## src/core/adcsl_pkg.sv

```systemverilog
// Package with register map, field positions, reset values and timing counts for the status and lock bank.
package adcsl_pkg;
  // Register offsets on the register access port.
  localparam logic [4:0] ADCSL_OFS_SNAPSHOT = 5'h07;
  localparam logic [4:0] ADCSL_OFS_PRIMARY_STATUS = 5'h09;
  localparam logic [4:0] ADCSL_OFS_PROTECTION_KEY = 5'h0a;
  localparam logic [4:0] ADCSL_OFS_ALIGN_LATCH = 5'h0b;
  localparam logic [4:0] ADCSL_OFS_SLOT_ENABLES = 5'h0e;
  localparam logic [4:0] ADCSL_OFS_SECONDARY_STATUS = 5'h0f;

  // Primary status field positions.
  localparam int ADCSL_PST_RESET_BUSY_BIT = 0;
  localparam int ADCSL_PST_CHECKSUM_CHANGED_BIT = 1;
  localparam int ADCSL_PST_PROTECTED_BIT = 2;

  // Align and latch control field positions.
  localparam int ADCSL_ALC_ALIGN_BIT = 0;
  localparam int ADCSL_ALC_LATCH_BIT = 1;

  // Secondary status field positions.
  localparam int ADCSL_SST_REVISION_LSB = 0;
  localparam int ADCSL_SST_SAMPLE_MISSED_BIT = 3;

  // Key values.
  localparam logic [7:0] ADCSL_KEY_LOCK = 8'hca;
  localparam logic [7:0] ADCSL_KEY_UNLOCK = 8'h9c;
  localparam logic [7:0] ADCSL_KEY_READBACK = 8'h00;

  // Reset values.
  localparam logic [7:0] ADCSL_SLOT_ENABLES_RESET = 8'hff;
  localparam logic [11:0] ADCSL_SNAPSHOT_RESET = 12'h000;
  localparam logic [15:0] ADCSL_RDATA_RESET = 16'h0000;

  // Widths.
  localparam int ADCSL_COUNTER_W = 12;
  localparam int ADCSL_DATA_W = 16;
  localparam int ADCSL_SLOT_N = 8;

  // Input clock divider that forms one converter slot.
  localparam int ADCSL_SLOT_DIV = 4;

  // Cycles that the reset-progress flag stays set after reset release.
  localparam int ADCSL_INIT_CYCLES = 64;

  // Reset-progress states, one-hot.
  typedef enum logic [1:0] {
    ADCSL_ST_BUSY = 2'b01,
    ADCSL_ST_READY = 2'b10
  } adcsl_init_e;
endpackage : adcsl_pkg

```

## src/core/adcsl_side_if.sv

```systemverilog
// Interface joining the register bank to its slot gate and missed-sample monitor.
interface adcsl_side_if;
  logic [7:0] slot_enables;
  logic pulse_gate;
  logic sample_strobe;
  logic sample_read;
  logic status_read;
  logic sample_missed;

  modport bank (output slot_enables, output sample_strobe, output sample_read, output status_read,
                input pulse_gate, input sample_missed);
  modport slot (input slot_enables, output pulse_gate);
  modport mon (input sample_strobe, input sample_read, input status_read, output sample_missed);
endinterface : adcsl_side_if

```

## src/core/adcsl_regs.sv

```systemverilog
// Status, protection key, align and latch control, slot enable and revision register bank.
//
// Functional notes
// RULE1: The reset-progress flag in primary status bit 0 reads one during reset and clears once the bank is ready.
// RULE2: The checksum-changed flag in primary status bit 1 sets whenever the configuration checksum changes value.
// RULE3: Primary status bit 2 reads zero while unprotected and one after the lock key has been written.
// RULE4: Writing 0xca to the key register enables protection and writing 0x9c disables it.
// RULE5: The key register is write-only and reads back as 0x00.
// RULE6: A broadcast write of align bit 0 makes every device produce its outputs at the same instant.
// RULE7: A broadcast write of latch bit 1 makes every device latch its internal counter.
// RULE8: Both align and latch bits return to zero one input clock cycle after being set.
// RULE9: Bit n of the slot enable register gates the converter pulse in slot n of the divided clock; all reset to one.
// RULE10: Secondary status bits 2:0 hold a read-only three-bit revision number.
// RULE11: The missed-sample flag in secondary status bit 3 sets when a whole output period passes unread.
// RULE12: Any read of the secondary status register clears the missed-sample flag. The code keeps it set when a missed period closes in the same cycle.
// RULE13: Primary status bits 7:3 read zero and do nothing.
// RULE14: The counter value taken at a latch event is readable in bits 11:0 of the snapshot register.
// RULE15: Writes to configuration registers are ignored while protection is on, until the unlock key is written.
module adcsl_regs
  import adcsl_pkg::*;
#(
  parameter int INIT_CYCLES = ADCSL_INIT_CYCLES,
  parameter logic [2:0] REVISION = 3'h5, // Arbitrary value.
  parameter int SLOT_DIV = ADCSL_SLOT_DIV
) (
  // Clock and reset.
  input wire logic core_clk,
  input wire logic rst,
  // Register access port.
  input wire logic acc_wr,
  input wire logic acc_rd,
  input wire logic [4:0] acc_addr,
  input wire logic [7:0] acc_wdata,
  output logic [15:0] acc_rdata,
  output logic acc_rvalid,
  // Converter side.
  input wire logic [15:0] cfg_checksum,
  input wire logic [11:0] sample_counter,
  input wire logic sample_strobe,
  input wire logic sample_read,
  // Control outputs.
  output logic align_pulse,
  output logic latch_pulse,
  output logic config_protected,
  output logic config_write_allowed,
  output logic converter_pulse_gate,
  output logic reset_busy
);
  generate
    if (INIT_CYCLES < 1 || INIT_CYCLES > 65535) begin : g_bad_init
      $error("adcsl_regs: INIT_CYCLES must lie in 1..65535");
    end
  endgenerate

  adcsl_side_if side ();

  // Slot gate and missed-sample monitor.
  adcsl_slot_gate #(
    .DIV(SLOT_DIV)
  ) u_slot (
    .core_clk(core_clk),
    .rst(rst),
    .side(side.slot)
  );

  adcsl_miss_mon u_mon (
    .core_clk(core_clk),
    .rst(rst),
    .side(side.mon)
  );

  // Reset-progress state.
  adcsl_init_e init_reg;
  adcsl_init_e init_next;
  logic [15:0] init_cnt_reg;
  logic [15:0] init_cnt_next;

  // Register state.
  logic protected_reg;
  logic protected_next;
  logic checksum_changed_reg;
  logic checksum_changed_next;
  logic [15:0] checksum_prev_reg;
  logic [15:0] checksum_prev_next;
  logic checksum_valid_reg;
  logic checksum_valid_next;
  logic align_reg;
  logic align_next;
  logic latch_reg;
  logic latch_next;
  logic [11:0] snapshot_reg;
  logic [11:0] snapshot_next;
  logic [7:0] slot_enables_reg;
  logic [7:0] slot_enables_next;
  logic [15:0] rdata_reg;
  logic [15:0] rdata_next;
  logic rvalid_reg;
  logic rvalid_next;
  logic gate_out_reg;
  logic busy_out_reg;
  logic allowed_out_reg;

  // Decoded accesses.
  logic wr_key;
  logic wr_align;
  logic wr_slots;
  logic rd_primary;
  logic rd_secondary;
  logic [7:0] primary_status;
  logic [7:0] secondary_status;

  // Address decode for writes and reads.
  always_comb begin
    wr_key = acc_wr && (acc_addr == ADCSL_OFS_PROTECTION_KEY);
    wr_align = acc_wr && (acc_addr == ADCSL_OFS_ALIGN_LATCH);
    wr_slots = acc_wr && (acc_addr == ADCSL_OFS_SLOT_ENABLES);
    rd_primary = acc_rd && (acc_addr == ADCSL_OFS_PRIMARY_STATUS);
    rd_secondary = acc_rd && (acc_addr == ADCSL_OFS_SECONDARY_STATUS);
  end

  // Hold the reset-progress flag for INIT_CYCLES after reset release, then report ready.
  always_comb begin
    init_next = init_reg;
    init_cnt_next = init_cnt_reg;
    case (init_reg)
      ADCSL_ST_BUSY: begin
        if (init_cnt_reg == 16'(INIT_CYCLES - 1)) begin
          init_next = ADCSL_ST_READY; // [RULE1]
        end else begin
          init_cnt_next = init_cnt_reg + 16'h0001;
        end
      end
      ADCSL_ST_READY: begin
        init_next = ADCSL_ST_READY;
      end
      default: begin
        init_next = ADCSL_ST_BUSY;
        init_cnt_next = 16'h0000;
      end
    endcase
  end

  // Register the reset-progress state.
  always_ff @(posedge core_clk or posedge rst) begin
    if (rst) begin
      init_reg <= ADCSL_ST_BUSY; // [RULE1]
      init_cnt_reg <= 16'h0000;
    end else begin
      init_reg <= init_next;
      init_cnt_reg <= init_cnt_next;
    end
  end

  // Lock key decode; any value other than the two keys leaves protection as it is.
  always_comb begin
    protected_next = protected_reg;
    if (wr_key && acc_wdata == ADCSL_KEY_LOCK) begin
      protected_next = 1'b1; // [RULE4]
    end else if (wr_key && acc_wdata == ADCSL_KEY_UNLOCK) begin
      protected_next = 1'b0; // [RULE4]
    end
  end

  // Track the configuration checksum and raise the sticky flag on any change; the set wins over a read clear.
  always_comb begin
    checksum_prev_next = cfg_checksum;
    checksum_valid_next = 1'b1;
    checksum_changed_next = checksum_changed_reg;
    if (rd_primary) begin
      checksum_changed_next = 1'b0;
    end
    if (checksum_valid_reg && cfg_checksum != checksum_prev_reg) begin
      checksum_changed_next = 1'b1; // [RULE2]
    end
  end

  // Align and latch bits set on a write and drop back on the next cycle.
  always_comb begin
    align_next = wr_align && acc_wdata[ADCSL_ALC_ALIGN_BIT]; // [RULE6] [RULE8]
    latch_next = wr_align && acc_wdata[ADCSL_ALC_LATCH_BIT]; // [RULE7] [RULE8]
    snapshot_next = snapshot_reg;
    if (latch_next) begin
      snapshot_next = sample_counter; // [RULE14]
    end
  end

  // Slot enables accept writes only while configuration is unprotected.
  always_comb begin
    slot_enables_next = slot_enables_reg;
    if (wr_slots && !protected_reg) begin
      slot_enables_next = acc_wdata; // [RULE15]
    end
  end

  // Assemble the two status bytes.
  always_comb begin
    primary_status = 8'h00; // [RULE13]
    primary_status[ADCSL_PST_RESET_BUSY_BIT] = (init_reg != ADCSL_ST_READY); // [RULE1]
    primary_status[ADCSL_PST_CHECKSUM_CHANGED_BIT] = checksum_changed_reg;
    primary_status[ADCSL_PST_PROTECTED_BIT] = protected_reg; // [RULE3]
    secondary_status = 8'h00;
    secondary_status[ADCSL_SST_REVISION_LSB +: 3] = REVISION; // [RULE10]
    secondary_status[ADCSL_SST_SAMPLE_MISSED_BIT] = side.sample_missed; // [RULE11]
  end

  // Read multiplexer; unmapped and write-only addresses answer zero.
  always_comb begin
    rdata_next = rdata_reg;
    rvalid_next = acc_rd;
    if (acc_rd) begin
      case (acc_addr)
        ADCSL_OFS_SNAPSHOT: rdata_next = {4'h0, snapshot_reg}; // [RULE14]
        ADCSL_OFS_PRIMARY_STATUS: rdata_next = {8'h00, primary_status};
        ADCSL_OFS_PROTECTION_KEY: rdata_next = {8'h00, ADCSL_KEY_READBACK}; // [RULE5]
        ADCSL_OFS_ALIGN_LATCH: rdata_next = {14'h0, latch_reg, align_reg};
        ADCSL_OFS_SLOT_ENABLES: rdata_next = {8'h00, slot_enables_reg};
        ADCSL_OFS_SECONDARY_STATUS: rdata_next = {8'h00, secondary_status};
        default: rdata_next = 16'h0000;
      endcase
    end
  end

  // Register the protection state; it comes out of reset unprotected.
  always_ff @(posedge core_clk or posedge rst) begin
    if (rst) begin
      protected_reg <= 1'b0;
    end else begin
      protected_reg <= protected_next;
    end
  end

  // Register the checksum tracker; the first sample after reset only primes the compare.
  always_ff @(posedge core_clk or posedge rst) begin
    if (rst) begin
      checksum_changed_reg <= 1'b0;
      checksum_prev_reg <= 16'h0000;
      checksum_valid_reg <= 1'b0;
    end else begin
      checksum_changed_reg <= checksum_changed_next;
      checksum_prev_reg <= checksum_prev_next;
      checksum_valid_reg <= checksum_valid_next;
    end
  end

  // Register the align and latch pulses and the counter snapshot.
  always_ff @(posedge core_clk or posedge rst) begin
    if (rst) begin
      align_reg <= 1'b0;
      latch_reg <= 1'b0;
      snapshot_reg <= ADCSL_SNAPSHOT_RESET;
    end else begin
      align_reg <= align_next;
      latch_reg <= latch_next;
      snapshot_reg <= snapshot_next;
    end
  end

  // Register the slot enables; every slot is enabled out of reset.
  always_ff @(posedge core_clk or posedge rst) begin
    if (rst) begin
      slot_enables_reg <= ADCSL_SLOT_ENABLES_RESET; // [RULE9]
    end else begin
      slot_enables_reg <= slot_enables_next;
    end
  end

  // Register the read answer.
  always_ff @(posedge core_clk or posedge rst) begin
    if (rst) begin
      rdata_reg <= ADCSL_RDATA_RESET;
      rvalid_reg <= 1'b0;
    end else begin
      rdata_reg <= rdata_next;
      rvalid_reg <= rvalid_next;
    end
  end

  // Output flops for values that come from combinational terms or the submodules.
  always_ff @(posedge core_clk or posedge rst) begin
    if (rst) begin
      gate_out_reg <= 1'b0;
      busy_out_reg <= 1'b1;
      allowed_out_reg <= 1'b1;
    end else begin
      gate_out_reg <= side.pulse_gate; // [RULE9]
      busy_out_reg <= (init_next != ADCSL_ST_READY);
      allowed_out_reg <= !protected_next; // [RULE15]
    end
  end

  // Signals to the submodules.
  assign side.slot_enables = slot_enables_reg;
  assign side.sample_strobe = sample_strobe;
  assign side.sample_read = sample_read;
  assign side.status_read = rd_secondary; // [RULE12]

  // Top-level outputs, each straight from a flip-flop.
  assign acc_rdata = rdata_reg;
  assign acc_rvalid = rvalid_reg;
  assign align_pulse = align_reg;
  assign latch_pulse = latch_reg;
  assign config_protected = protected_reg;
  assign config_write_allowed = allowed_out_reg;
  assign converter_pulse_gate = gate_out_reg;
  assign reset_busy = busy_out_reg;
endmodule : adcsl_regs

```

## src/core/adcsl_slot_gate.sv

```systemverilog
// Converter pulse gate stepping through eight slots of the divided input clock.
module adcsl_slot_gate
  import adcsl_pkg::*;
#(
  parameter int DIV = ADCSL_SLOT_DIV
) (
  // Clock and reset.
  input wire logic core_clk,
  input wire logic rst,
  // Bank side.
  adcsl_side_if.slot side
);
  generate
    if (DIV < 2 || DIV > 256) begin : g_bad_div
      $error("adcsl_slot_gate: DIV must lie in 2..256");
    end
  endgenerate

  logic [7:0] div_reg;
  logic [7:0] div_next;
  logic [2:0] slot_reg;
  logic [2:0] slot_next;
  logic gate_reg;
  logic gate_next;

  // Divide the clock by DIV and step the slot index at the end of each divided period.
  always_comb begin
    div_next = div_reg + 8'h01;
    slot_next = slot_reg;
    if (div_reg == 8'(DIV - 1)) begin
      div_next = 8'h00;
      slot_next = slot_reg + 3'h1;
    end
    gate_next = side.slot_enables[slot_next]; // [RULE9]
  end

  // Register divider, slot and gate.
  always_ff @(posedge core_clk or posedge rst) begin
    if (rst) begin
      div_reg <= 8'h00;
      slot_reg <= 3'h0;
      gate_reg <= 1'b0;
    end else begin
      div_reg <= div_next;
      slot_reg <= slot_next;
      gate_reg <= gate_next;
    end
  end

  assign side.pulse_gate = gate_reg;
endmodule : adcsl_slot_gate

```

## src/core/adcsl_miss_mon.sv

```systemverilog
// Monitor that flags an output period in which no converter output was read.
module adcsl_miss_mon
  import adcsl_pkg::*;
(
  // Clock and reset.
  input wire logic core_clk,
  input wire logic rst,
  // Bank side.
  adcsl_side_if.mon side
);
  logic read_seen_reg;
  logic read_seen_next;
  logic armed_reg;
  logic armed_next;
  logic missed_reg;
  logic missed_next;
  logic period_missed;

  // A new output closes the previous period; it counts as missed when nothing read it.
  always_comb begin
    period_missed = side.sample_strobe && armed_reg && !read_seen_reg && !side.sample_read;
    read_seen_next = read_seen_reg || side.sample_read;
    armed_next = armed_reg;
    if (side.sample_strobe) begin
      read_seen_next = 1'b0;
      armed_next = 1'b1;
    end
    missed_next = missed_reg;
    if (side.status_read) begin
      missed_next = 1'b0; // [RULE12]
    end
    if (period_missed) begin
      missed_next = 1'b1; // [RULE11]
    end
  end

  // Register the monitor state.
  always_ff @(posedge core_clk or posedge rst) begin
    if (rst) begin
      read_seen_reg <= 1'b0;
      armed_reg <= 1'b0;
      missed_reg <= 1'b0;
    end else begin
      read_seen_reg <= read_seen_next;
      armed_reg <= armed_next;
      missed_reg <= missed_next;
    end
  end

  assign side.sample_missed = missed_reg;
endmodule : adcsl_miss_mon

```

## config.mk

```make
export PLATFORM = sky130hd
export DESIGN_NAME = adcsl_regs
export DESIGN_NICKNAME = d
export VERILOG_FILES = /design/src/core/adcsl_pkg.sv /design/src/core/adcsl_side_if.sv /design/src/core/adcsl_regs.sv /design/src/core/adcsl_slot_gate.sv /design/src/core/adcsl_miss_mon.sv
export SDC_FILE = /design/constraint.sdc
export NUM_CORES = 1
export LEC_CHECK = 0
export ABC_AREA = 0
export ABC_CLOCK_PERIOD_IN_PS = 4600
export BUFFER_PORTS_ARGS = -buffer_cell sky130_fd_sc_hd__buf_2
export CAP_MARGIN = 20
export CORE_MARGIN = 3
export CORE_UTILIZATION = 36
export CTS_CLUSTER_DIAMETER = 50
export CTS_CLUSTER_SIZE = 30
export DETAILED_ROUTE_END_ITERATION = 12
export PLACE_DENSITY = 0.67
export SLEW_MARGIN = 20
export SYNTH_ARGS = -nofsm -noshare
export SYNTH_HDL_FRONTEND = slang
export SYNTH_SLANG_ARGS = --single-unit
export TNS_END_PERCENT = 50
```

## constraint.sdc

```tcl
create_clock -name core_clk -period 4.6 [get_ports core_clk]
set_input_delay 1.38 -clock core_clk [delete_from_list [all_inputs] [get_ports core_clk]]
set_output_delay 1.38 -clock core_clk [all_outputs]
set_load 0.005 [all_outputs]
```

== Yosys cells after proc, flatten, opt, wreduce, memory -nomap -nowiden ==
Index checks and enable logic that the tools add are counted.
Cells by class
  reduce and logical (&&, ||, !) cells: 22
  add/sub/neg operators: 3
  $lt $le $gt $ge: 1
  muxes and demuxes: 16
  bitwise logic cells: 1
  equality and inequality tests: 16
Operator list (count)
  case mux 12 bit (5 select lines): 1
  case mux 16 bit (2 select lines): 1
  == test 5 x 4 -> 1 bit, second input constant: 5
  adder 16 x 1 -> 16 bit, second input constant: 1
  == test 16 x 6 -> 1 bit, second input constant: 1
  == test 8 bit, second input constant: 2
  2-to-1 mux 16 bit: 1
  != test 16 bit: 1
  logical AND 1 bit: 14
  adder 8 x 1 -> 8 bit, second input constant: 1
  == test 8 x 2 -> 1 bit, second input constant: 1
  2-to-1 mux 1 bit: 8
  2-to-1 mux 8 bit: 1
  != test 2 bit, second input constant: 3
  == test 5 x 3 -> 1 bit, second input constant: 1
  logical NOT 1 bit: 4
  < comparator 3 x 4 -> 1 bit, second input constant: 1
  case mux 2 bit (2 select lines): 1
  nonzero test 2 bit: 2
  adder 3 x 1 -> 3 bit, second input constant: 1
  binary-select mux 1 bit (select 3 bit): 1
  2-to-1 mux 3 bit: 1
  == test 2 x 1 -> 1 bit, second input constant: 1
  == test 2 bit, second input constant: 1
  other kinds (4): 4
Word-level totals
  input bits: 47
  word-level logic and storage cells: 80
  output and inout bits: 23
  register bits after elaboration: 94

== Longest topological paths before layout ==
Gate-level depths: netlist (run 1).
  depth in word-level cells: 6
  depth in mapped cells: 7
  gate-level depth less buffers: 7

== Hierarchy ==
Synthesis (run 1) repeated with hierarchy kept, for this count alone.
Second synthesis, totals
  cell total of the unflattened synthesis: 390
  area total of the unflattened synthesis: 4266.6 µm²
Modules (own cells, without submodules)
  adcsl_regs: cells an instance 321, seq. area each 1890.6 µm², times used 1, area an instance 3478.3 µm²
  adcsl_slot_gate: cells an instance 60, seq. area each 300.3 µm², times used 1, area an instance 680.7 µm²
  adcsl_miss_mon: cells an instance 9, seq. area each 75.1 µm², times used 1, area an instance 107.6 µm²

== Worst setup path before layout (run 1) ==
Ideal clock, no wire load.
  path kind: input to register
  from: input acc_addr[1]
  to: register slot_enables_reg[0] (netlist: side.slot_enables[0])
  arrival: 2689 ps
  path buffers: 1
  setup slack: 1829 ps
  library setup time: 82 ps
  data required time: 4518 ps
  stages on the path: 5
  path through: buf_2 > and2_1 > nand2_1 > nor4b_4 > mux2_2
On the way
  cells in the longest elaborated chain, start to end: 3
Ends and longest elaborated chain
  start: declaration: line adcsl_regs.sv:32  | input wire logic [4:0] acc_addr,
  == test 5 x 4 -> 1 bit: line adcsl_regs.sv:116  | wr_slots = acc_wr && (acc_addr == ADCSL_OFS_SLOT_ENABLES);
  logical AND 1 bit: line adcsl_regs.sv:116
  logical AND 1 bit: line adcsl_regs.sv:190  | if (wr_slots && !protected_reg) begin
  end signal: assignment: line adcsl_regs.sv:263  | slot_enables_reg <= slot_enables_next;
  end: declaration: line adcsl_regs.sv:93  | logic [7:0] slot_enables_reg;
Every way passes these cells.
A chain may end at the register's enable or synchronous reset.

== Worst setup path in the final report (run 1) ==
  from: input acc_addr[1]
  to: register slot_enables_reg[7] (netlist: side.slot_enables[7])
The elaborated chain is that of the path after synthesis.

==> results_dict.tcl, run 1 <==
set metrics [dict create \
    status "completed" \
    worstSetupEndpointType "register" \
    die_h_um 112.8 \
    io_buffer_count 65 \
    grt_max_degree 42 \
    synth_edf_count 0 \
    area_delta_synth_final_pct 18.18 \
    cts_max_level 3 \
    peakVddDrop_mv 0.1879 \
    fillers 1011 \
    seq_area_frac_synth 0.5516 \
    worst_ep_required_time_ns 4.86 \
    p_total_mw 1.678 \
    syn-cell-area_um2 4108 \
    finalSetupTns_ns 0 \
    skew_ns 0.008791 \
    critical_path.max_stage_delay_ns 0.57 \
    firstDrtPassIters 5 \
    cts_setup_buffers 0 \
    layout_commonest_cell "dfrtp_1" \
    path_max_fanout 9 \
    intPower_mw 1.312 \
    gr-total-overflow 0 \
    final_net_count 477 \
    final_cell_mix "79 x dfrtp_1, 65 x buf_2, 24 x nor2_1" \
    cts_inserted_buffers 9 \
    synth_top_cell_by_area "dfrtp_1" \
    ys_ff_latch 90 \
    post_cts_resized 0 \
    reg2reg_slack_ns 2.26 \
    synth.top_cell.area_share 0.4813 \
    vias 2912 \
    hold_path.class "reg2reg" \
    dpl_cell_area_um2 4563 \
    fin_crit_sh 0.5737 \
    routed_wl_mm 8.454 \
    synth_area_leaders "dfrtp_1 48%, dfstp_2 7.0%, mux2_2 6.0%" \
    reg2reg_from "init_reg[0]" \
    io_pins 70 \
    drcViolationCount 0 \
    clk-insertion-delay-late_ns 0.34 \
    switching_share 0.2180 \
    clk_pin_slew_ns 0.06 \
    fin_util 0.4420 \
    postCtsHoldBufs 0 \
    clockBufferDepth 2 \
    die-area_um2 12730 \
    power_density_nw_per_um2 345.6 \
    num_antenna_cells 0 \
    cts_root_buf "clkbuf_16" \
    core_um2 10980 \
    gp_congestion 0.7744 \
    syn_inst 360 \
    rows 38 \
    yosysWarnings 0 \
    synth_cell_types 54 \
    worstSetupStartpointType "primary input" \
    hp-start "u_slot.side.pulse_gate" \
    dp_hpwl_mm 6.266 \
    worst_pin_slew_ns 1.043 \
    crit_chain "buf_2, and2_1, nand2_1, nor4b_4, mux2_2" \
    start_util 0.3740 \
    setup_violations 0 \
    drtIter0Drc 175 \
    combinationalPowerShare 0.067 \
    drv_slew 0 \
    avgSynthCellArea_um2 11.41 \
    worstPathArrival_ns 2.90 \
    startpoint "acc_addr[1]" \
    cpLargestDelayFamily "simple AND/OR/NAND/NOR gates" \
    layout-drive-gt1-share 0.2930 \
    via_per_inst 5.109 \
    p_leak_nw 2.239 \
    max_freq_mhz 378.9 \
    final-hold-violation-count 0 \
    p_clk_frac 0.420 \
    rsz0062_at_grt "false" \
    critical_path_class "in2reg" \
    grt_pass1_vias 2931 \
    ant_nets 0 \
    relSlewSlack 0.3024 \
    cts.sinks 90 \
    finalCriticalPeriod_ns 2.639 \
    crit_path_top_delay_cell "nor4b_4" \
    async_reset_ff_frac 1.000 \
    final_area_um2 4855 \
    wl_per_cell_um 14.83 \
    grt_pass1_wl_mm 14.28 \
    cts_tree "yes" \
    critPathBufInv 1 \
    yosys_most_used_dff "dfrtp_1" \
    cap_violations 0 \
    grt_usage 0.1412 \
    antenna_found_initial 1 \
    switchingPower_mw 0.3658 \
    floorplan.die.width_um 112.8 \
    seqPwrFrac 0.513 \
]
[power groups by stage]
stage	combinational (mW)	sequential [mW]	clock [mW]
2_1_floorplan	0.0717	0.866	0
3_3_place_gp	0.109	0.874	0
3_5_place_dp	0.113	0.875	0
4_1_cts	0.113	0.861	0.721
5_1_grt	0.126	0.866	0.762
6_report	0.112	0.861	0.705
[layout make-up]
class                           count  area [um2]  share of cell area
Clock buffer                       13       240.2             0.04948
Clock inverter                      3       42.54            0.008763
Inverter                           20       76.32             0.01572
Multi-Input combinational cell    237        1714              0.3531
Sequential cell                    90        2266              0.4668
Tap cell                          140       175.2             0.03608
Timing Repair Buffer               67       340.3             0.07010
[per-stage QoR]
step / setup WS, ns / hold slack [ns] / cells
2_1_floorplan: 0.9029 / 0.3312 / 363
3_3_place_gp: 1.567 / 0.3347 / 554
3_5_place_dp: 1.468 / 0.3362 / 554
4_1_cts: 1.806 / 0.3486 / 570
5_1_grt: 1.863 / 0.3644 / 570
6_report: 1.961 / 0.3467 / 570
[final timing paths]
check	endpoint	depth (start not counted)
min in group asynchronous	checksum_prev_reg[5]	2
max in group asynchronous	side.slot_enables[5]	3
min	converter_pulse_gate	0
min reg2reg	converter_pulse_gate	0
max	side.slot_enables[7]	5
max reg2reg	init_cnt_reg[13]	6
[Yosys cell counts (4+ instances only)]
cell	number
nor4_1	6
nand2_1	15
xor2_1	21
nand3b_1	5
and3_1	6
nor2_1	24
and2_1	6
a22o_1	4
o21ai_0	11
nand3_1	15
mux2_2	22
ha_1	5
buf_4	4
nand4_1	5
a21oi_1	10
or3_1	4
clkbuf_1	7
o22ai_1	9
xnor2_1	13
dfstp_2	11
inv_1	20
dfrtp_1	79
a22oi_1	4
[routing by layer]
metal,part of all wire,vias up,track usage,routed length (um)
li1,-,1388,-,-
met3,0.071,12,0.05455,600
met4,0.017,2,0.05449,141
met5,0.00083,-,0,7
met1,0.44,1420,0.1798,3762
met2,0.47,90,0.2180,3942
[cells by family (layout without fill, tap and decap cells)]
kind of cell,Yosys count,after routing,share of synthesized area
muxes,27,27,0.07859
DFF,90,90,0.5516
AOI/OAI and AO/OA,57,57,0.09168
xor gates and xnor gates,34,34,0.07250
buffers and inverters,36,103,0.03747
other,2,5,0.001828
and+or+nand+nor,109,109,0.1511
adders and majority gates,5,5,0.01523
No activity file was read; power rests on OpenSTA's default activity.
==> run 2, diff against run 1 <==
Settings changed: ABC_CLOCK_PERIOD_IN_PS 4600 to 2420, PLACE_DENSITY 0.67 to 0.69.
Clock period 4.6 ns to 2.42 ns, I/O delays scaled along.
==> run 2 against run 1 <==
  * Worst hold slack better by 0.020 ns
  * Global-route usage up 0.84 points
  * Combinational power is 100% higher
  * Clock power grew 96%
  * Count of clock-buffer cells in the layout decreased by 3
  * Cell count increased by 2.1%
  * Non-clock buffer count up 11
  * Worst setup slack lost 1.5 ns
==> results_dict.tcl, run 2 (synthesis results as in run 1) <==
set metrics [dict create \
    core_um2 10980 \
    wl_per_cell_um 15.23 \
    critPathBufInv 0 \
    dp_hpwl_mm 6.698 \
    peakVddDrop_mv 0.3610 \
    holdWs_ns 0.3666 \
    switchingPower_mw 0.7382 \
    io_buffer_count 65 \
    dpl_worst_slack_ns 0.2854 \
    min_to "converter_pulse_gate" \
    cts_tree "yes" \
    fillers 1019 \
    cpLargestDelayFamily "simple AND/OR/NAND/NOR gates" \
    cts_setup_buffers 0 \
    grt_pass1_vias 3140 \
    gp_congestion 0.7840 \
    cap_violations 0 \
    routed_wl_mm 8.864 \
    clk-insertion-delay-late_ns 0.34 \
    crit_chain "ha_1, nor3b_1, and2_1, mux2_2, o311ai_0, a21o_1" \
    setup_violations 0 \
    crit_path_top_delay_cell "dfrtp_1" \
    critical_path_class "reg2reg" \
    drv_slew 0 \
    setup_slack_ns 0.4357 \
    area_delta_synth_final_pct 21.02 \
    hp-start "u_slot.side.pulse_gate" \
    postCtsHoldBufs 0 \
    die_h_um 112.8 \
    layout-drive-gt1-share 0.3175 \
    worst_pin_slew_ns 0.6702 \
    worstSetupStartpointType "register" \
    post_cts_resized 0 \
    hold_path.class "reg2reg" \
    skew_ns 0.009780 \
    rsz0062_at_grt "false" \
    critical_path.max_stage_delay_ns 0.38 \
    rows 38 \
    gr-total-overflow 0 \
    io_pins 70 \
    hold_path_depth 0 \
    drcViolationCount 0 \
    p_leak_nw 2.300 \
    final_net_count 488 \
    die-area_um2 12730 \
    clk_pin_slew_ns 0.07 \
    firstDrtPassIters 4 \
    power_density_nw_per_um2 652.1 \
    drtIter0Drc 160 \
    p_clk_frac 0.427 \
    switching_share 0.2277 \
    finalCriticalPeriod_ns 1.984 \
    max_freq_mhz 504.0 \
    final-hold-violation-count 0 \
    start_util 0.3740 \
    worstPathArrival_ns 2.27 \
    path_max_fanout 4 \
    worstSetupEndpointType "register" \
    antenna_found_initial 2 \
    seqPwrFrac 0.504 \
    final_cell_mix "79 x dfrtp_1, 65 x buf_2, 24 x nor2_1" \
    relSlewSlack 0.5523 \
    reg2reg_from "u_slot.div_reg[0]" \
    via_per_inst 5.081 \
    intPower_mw 2.504 \
    cts_root_buf "clkbuf_16" \
    cts.sinks 90 \
    worst_ep_required_time_ns 2.70 \
    grt_max_degree 30 \
    rr_endpoint "u_slot.side.pulse_gate" \
    layout_commonest_cell "dfrtp_1" \
    r2r_cells 6 \
    cts_inserted_buffers 9 \
    status "completed" \
    cts_max_level 3 \
    ant_nets 0 \
    combinationalPowerShare 0.069 \
    vias 2957 \
    grt_pass1_wl_mm 15.27 \
    fin_crit_sh 0.8200 \
    clockBufferDepth 2 \
    finalSetupTns_ns 0 \
    floorplan.die.width_um 112.8 \
    reg2reg_slack_ns 0.44 \
    grt_usage 0.1496 \
]
run 2: changes by cell type in the layout (fill, tap and decap cells not counted):
cell        before  now
nor4_4           2    1
clkinv_2         2    1
clkbuf_1         4    1
clkinvlp_4       1    4
buf_12           0    2
diode_2          0    1
inv_6            0    1
nor4_2           0    1
buf_4            2   11
run 2: through the flow:
step / power (mW) / utilization / area (um2) / instances
after floorplan: 1.783 / - / 4123 / 363
after global placement: 1.877 / 0.4255 / 4673 / 565
after detailed placement: 1.890 / 0.4255 / 4673 / 565
after CTS: 3.291 / 0.4524 / 4969 / 581
after global routing: 3.367 / 0.4526 / 4971 / 582
final: 3.242 / 0.4526 / 4971 / 582
run 2: power groups by stage:
stage          clock network (mW)  logic [mW]  registers [mW]
2_1_floorplan                   0       0.137            1.65
3_3_place_gp                    0       0.219            1.66
3_5_place_dp                    0       0.228            1.66
4_1_cts                      1.43       0.230            1.63
5_1_grt                      1.47       0.254            1.64
6_report                     1.38       0.224            1.63
run 2: worst max path at each step:
stage                      start                     end  slack [ns]  cells past startpoint
6_report       u_slot.div_reg[0]  u_slot.side.pulse_gate        0.44                      6
5_1_grt        u_slot.div_reg[0]  u_slot.side.pulse_gate        0.19                      6
4_1_cts         init_cnt_reg[11]              reset_busy        0.43                      5
3_5_place_dp         acc_addr[1]    side.slot_enables[6]        0.29                      6
3_3_place_gp         acc_addr[1]    side.slot_enables[7]        0.33                      6
2_1_floorplan        acc_addr[1]    side.slot_enables[0]        0.30                      5
run 2: cell type report:
type / instances / area (um2) / share of cell area
sequential: 90 / 2266 / 0.4558
multi-input combinational: 237 / 1705 / 0.3431
timing repair buffer: 78 / 447.9 / 0.09011
clock buffer: 10 / 229.0 / 0.04606
tap: 140 / 175.2 / 0.03524
inverter: 20 / 78.83 / 0.01586
clock inverter: 6 / 66.31 / 0.01334
antenna: 1 / 2.502 / 0.0005034
run 2: routing by layer:
metal  track usage  up-vias  wire [um]
li1              -     1406          -
met1        0.1902     1467       3836
met2        0.2413       67       4297
met3       0.04652       15        532
met4       0.05449        2        184
met5             0        -         13
==> run 3, diff against run 2 <==
Settings changed: ABC_AREA 0 to 1, ABC_CLOCK_PERIOD_IN_PS 2420 to 1650.
Clock period 2.42 ns to 1.65 ns, I/O delays scaled along.
==> run 3 against run 2 <==
  * Register-to-register slack worse by 0.27 ns
  * Combinational power is 63% higher
  * Clock power grew 38%
  * Power is 44% higher
  * Die area rose by 7.5%
  * Synthesized cell count increased by 48%
  * Via count is 25% higher
  * First-iteration DRC count increased by 8.8%
  * Design area grew 6.8%
  * Global-route usage is 0.19 points higher
  * Non-clock buffer count is 3 higher
  * Critical endpoint is now init_cnt_reg[14]
==> results_dict.tcl, run 3 <==
set metrics [dict create \
    synthTopCellsByCount "168 x nand2_1, 79 x dfrtp_1, 67 x inv_1" \
    synth_top_cell_by_area "dfrtp_1" \
    rows 39 \
    vias 3686 \
    floorplan.die.width_um 117.0 \
    syn-cell-area_um2 4432 \
    drcViolationCount 0 \
    startpoint "init_cnt_reg[1]" \
    worst_ep_required_time_ns 1.90 \
    final_cell_mix "166 x nand2_1, 79 x dfrtp_1, 65 x inv_1, 65 x buf_2, 34 x nand3_1" \
    critPathBufInv 2 \
    clockBufferDepth 2 \
    synth_area_leaders "dfrtp_1 45%, nand2_1 14%, dfstp_2 6.5%" \
    ys_ff_latch 90 \
    cts_inserted_buffers 9 \
    via_per_inst 4.837 \
    syn_inst 533 \
    core_um2 11710 \
    seq_area_frac_synth 0.5113 \
    io_pins 70 \
    dp_hpwl_mm 7.464 \
    setup_violations 0 \
    ant_nets 0 \
    worstSetupStartpointType "register" \
    cts.sinks 90 \
    gr-total-overflow 0 \
    worstSetupEndpointType "register" \
    power_density_nw_per_um2 881.5 \
    worstPathArrival_ns 1.73 \
    r2r_cells 10 \
    hold_path.class "in2async" \
    layout_commonest_cell "nand2_1" \
    critical_path_class "reg2reg" \
    synth.top_cell.area_share 0.4461 \
    fin_crit_sh 0.8971 \
    reg2reg_slack_ns 0.17 \
    finalCriticalPeriod_ns 1.480 \
    reg2reg_from "init_cnt_reg[1]" \
    cap_violations 0 \
    clk-insertion-delay-late_ns 0.34 \
    avgSynthCellArea_um2 8.315 \
    die-area_um2 13680 \
    path_common_cell "nand2_1" \
    drtIter0Drc 174 \
    crit_end "init_cnt_reg[14]" \
    cts_max_level 3 \
    gp_congestion 0.8734 \
    fin_util 0.4532 \
    drv_slew 0 \
    cp.depth 10 \
    crit_path_top_delay_cell "dfrtp_1" \
    async_reset_ff_frac 1.000 \
    path_max_fanout 15 \
    layout-drive-gt1-share 0.2472 \
    final_net_count 666 \
    clk_pin_slew_ns 0.06 \
    holdWs_ns 0.1721 \
    area_delta_synth_final_pct 19.76 \
    routed_wl_mm 9.656 \
    yosysWarnings 0 \
    p_leak_nw 2.728 \
    start_util 0.3784 \
    crit_chain "ha_2, nand2_1, inv_2, nand2_2, nor3_2, nand3_2, nand2_4, buf_12, nand2_1, o21ai_0" \
    status "completed" \
    peakVddDrop_mv 0.6566 \
    die_h_um 117.0 \
    postCtsHoldBufs 0 \
    critical_path.max_stage_delay_ns 0.38 \
    firstDrtPassIters 4 \
    grt_usage 0.1515 \
    grt_pass1_vias 3628 \
    wl_per_cell_um 12.67 \
    max_freq_mhz 675.6 \
    grt_pass1_wl_mm 16.62 \
    io_buffer_count 65 \
    yosys_most_used_dff "dfrtp_1" \
    antenna_found_initial 0 \
    yosysMostFrequentCell "nand2_1" \
    synth_edf_count 0 \
    cts_tree "yes" \
    cpLargestDelayFamily "simple AND/OR/NAND/NOR gates" \
    final-hold-violation-count 0 \
    num_antenna_cells 0 \
    rr_endpoint "init_cnt_reg[14]" \
    skew_ns 0.005840 \
    grt_max_degree 28 \
    synth_cell_types 35 \
    cts_root_buf "clkbuf_16" \
]
-- run 3: changes by cell type after synthesis, sizes merged, moves of 6 or more --
cell,change
xor2,-14
inv,+52
nor2,+12
nand2,+159
nor4,-7
o22ai,-9
nor3,+10
and2,-7
nand4,+10
mux2,-22
nand3,+22
a21oi,-9
o21ai,+32
and3,-6
-- run 3: routing by layer --
metal / up-vias / wire [um] / GRT usage
li1: 1829 / - / -
met1: 1749 / 4665 / 0.2081
met2: 95 / 4413 / 0.2408
met3: 13 / 426 / 0.02776
met4: 0 / 150 / 0.05505
met5: - / 0 / 0
-- run 3: worst reg2reg max path: cells and delay by family, from the launching register on --
family          cells  cell delay (ns)
simple gates        6             0.52
compound gates      1             0.08
buf+inv             2             0.24
fa+ha+maj           1             0.19
flops               1             0.38
-- run 3: how the worst min path moves through the flow --
stage,start,endpoint
global route,rst,init_cnt_reg[14]
global placement,u_slot.side.pulse_gate,converter_pulse_gate
CTS,rst,init_cnt_reg[14]
detailed placement,u_slot.side.pulse_gate,converter_pulse_gate
floorplan,u_slot.side.pulse_gate,converter_pulse_gate
finish,rst,init_cnt_reg[14]
-- run 3: repair_timing --
action,4_1_cts,5_1_grt
endpoints found under the setup margin,0,17
resized for setup,0,10
buffers inserted,0,2
-- run 3: layout make-up --
class                      count  area [um2]
clock buffer                  12       246.5
clock inverter                 4       28.78
fill                        1112        6404
inverter                      72       274.0
multi-input combinational    360        1818
sequential                    90        2266
tap                          143       178.9
timing repair buffer          81       495.5
-- run 3: power by group --
group / leakage, nW / switching [mW] / internal [mW]
registers: 1.13 / 0.0632 / 2.35
logic: 1.47 / 0.213 / 0.154
clock network: 0.129 / 0.837 / 1.06
-- run 3: through the flow --
step / setup slack [ns] / cell area, um2 / instances / power, mW / setup TNS [ns]
final: 0.1697 / 5308 / 762 / 4.679 / 0
after global routing: -0.005021 / 5308 / 762 / 4.876 / -0.006653
after CTS: 0.04144 / 5268 / 760 / 4.727 / 0
after detailed placement: 0.03866 / 4992 / 744 / 2.821 / 0
after global placement: 0.09452 / 4992 / 744 / 2.804 / 0
after floorplan: 0.1142 / 4447 / 536 / 2.648 / 0
-- run 3: cell families after synthesis --
logic type	Yosys count	synth area share
xor gates and xnor gates	18	0.03557
and+or+nand+nor	284	0.2823
DFF	90	0.5113
AOI/OAI and AO/OA	48	0.06832
buffers and inverters	86	0.08667
other	2	0.001695
adders and majority gates	5	0.01412
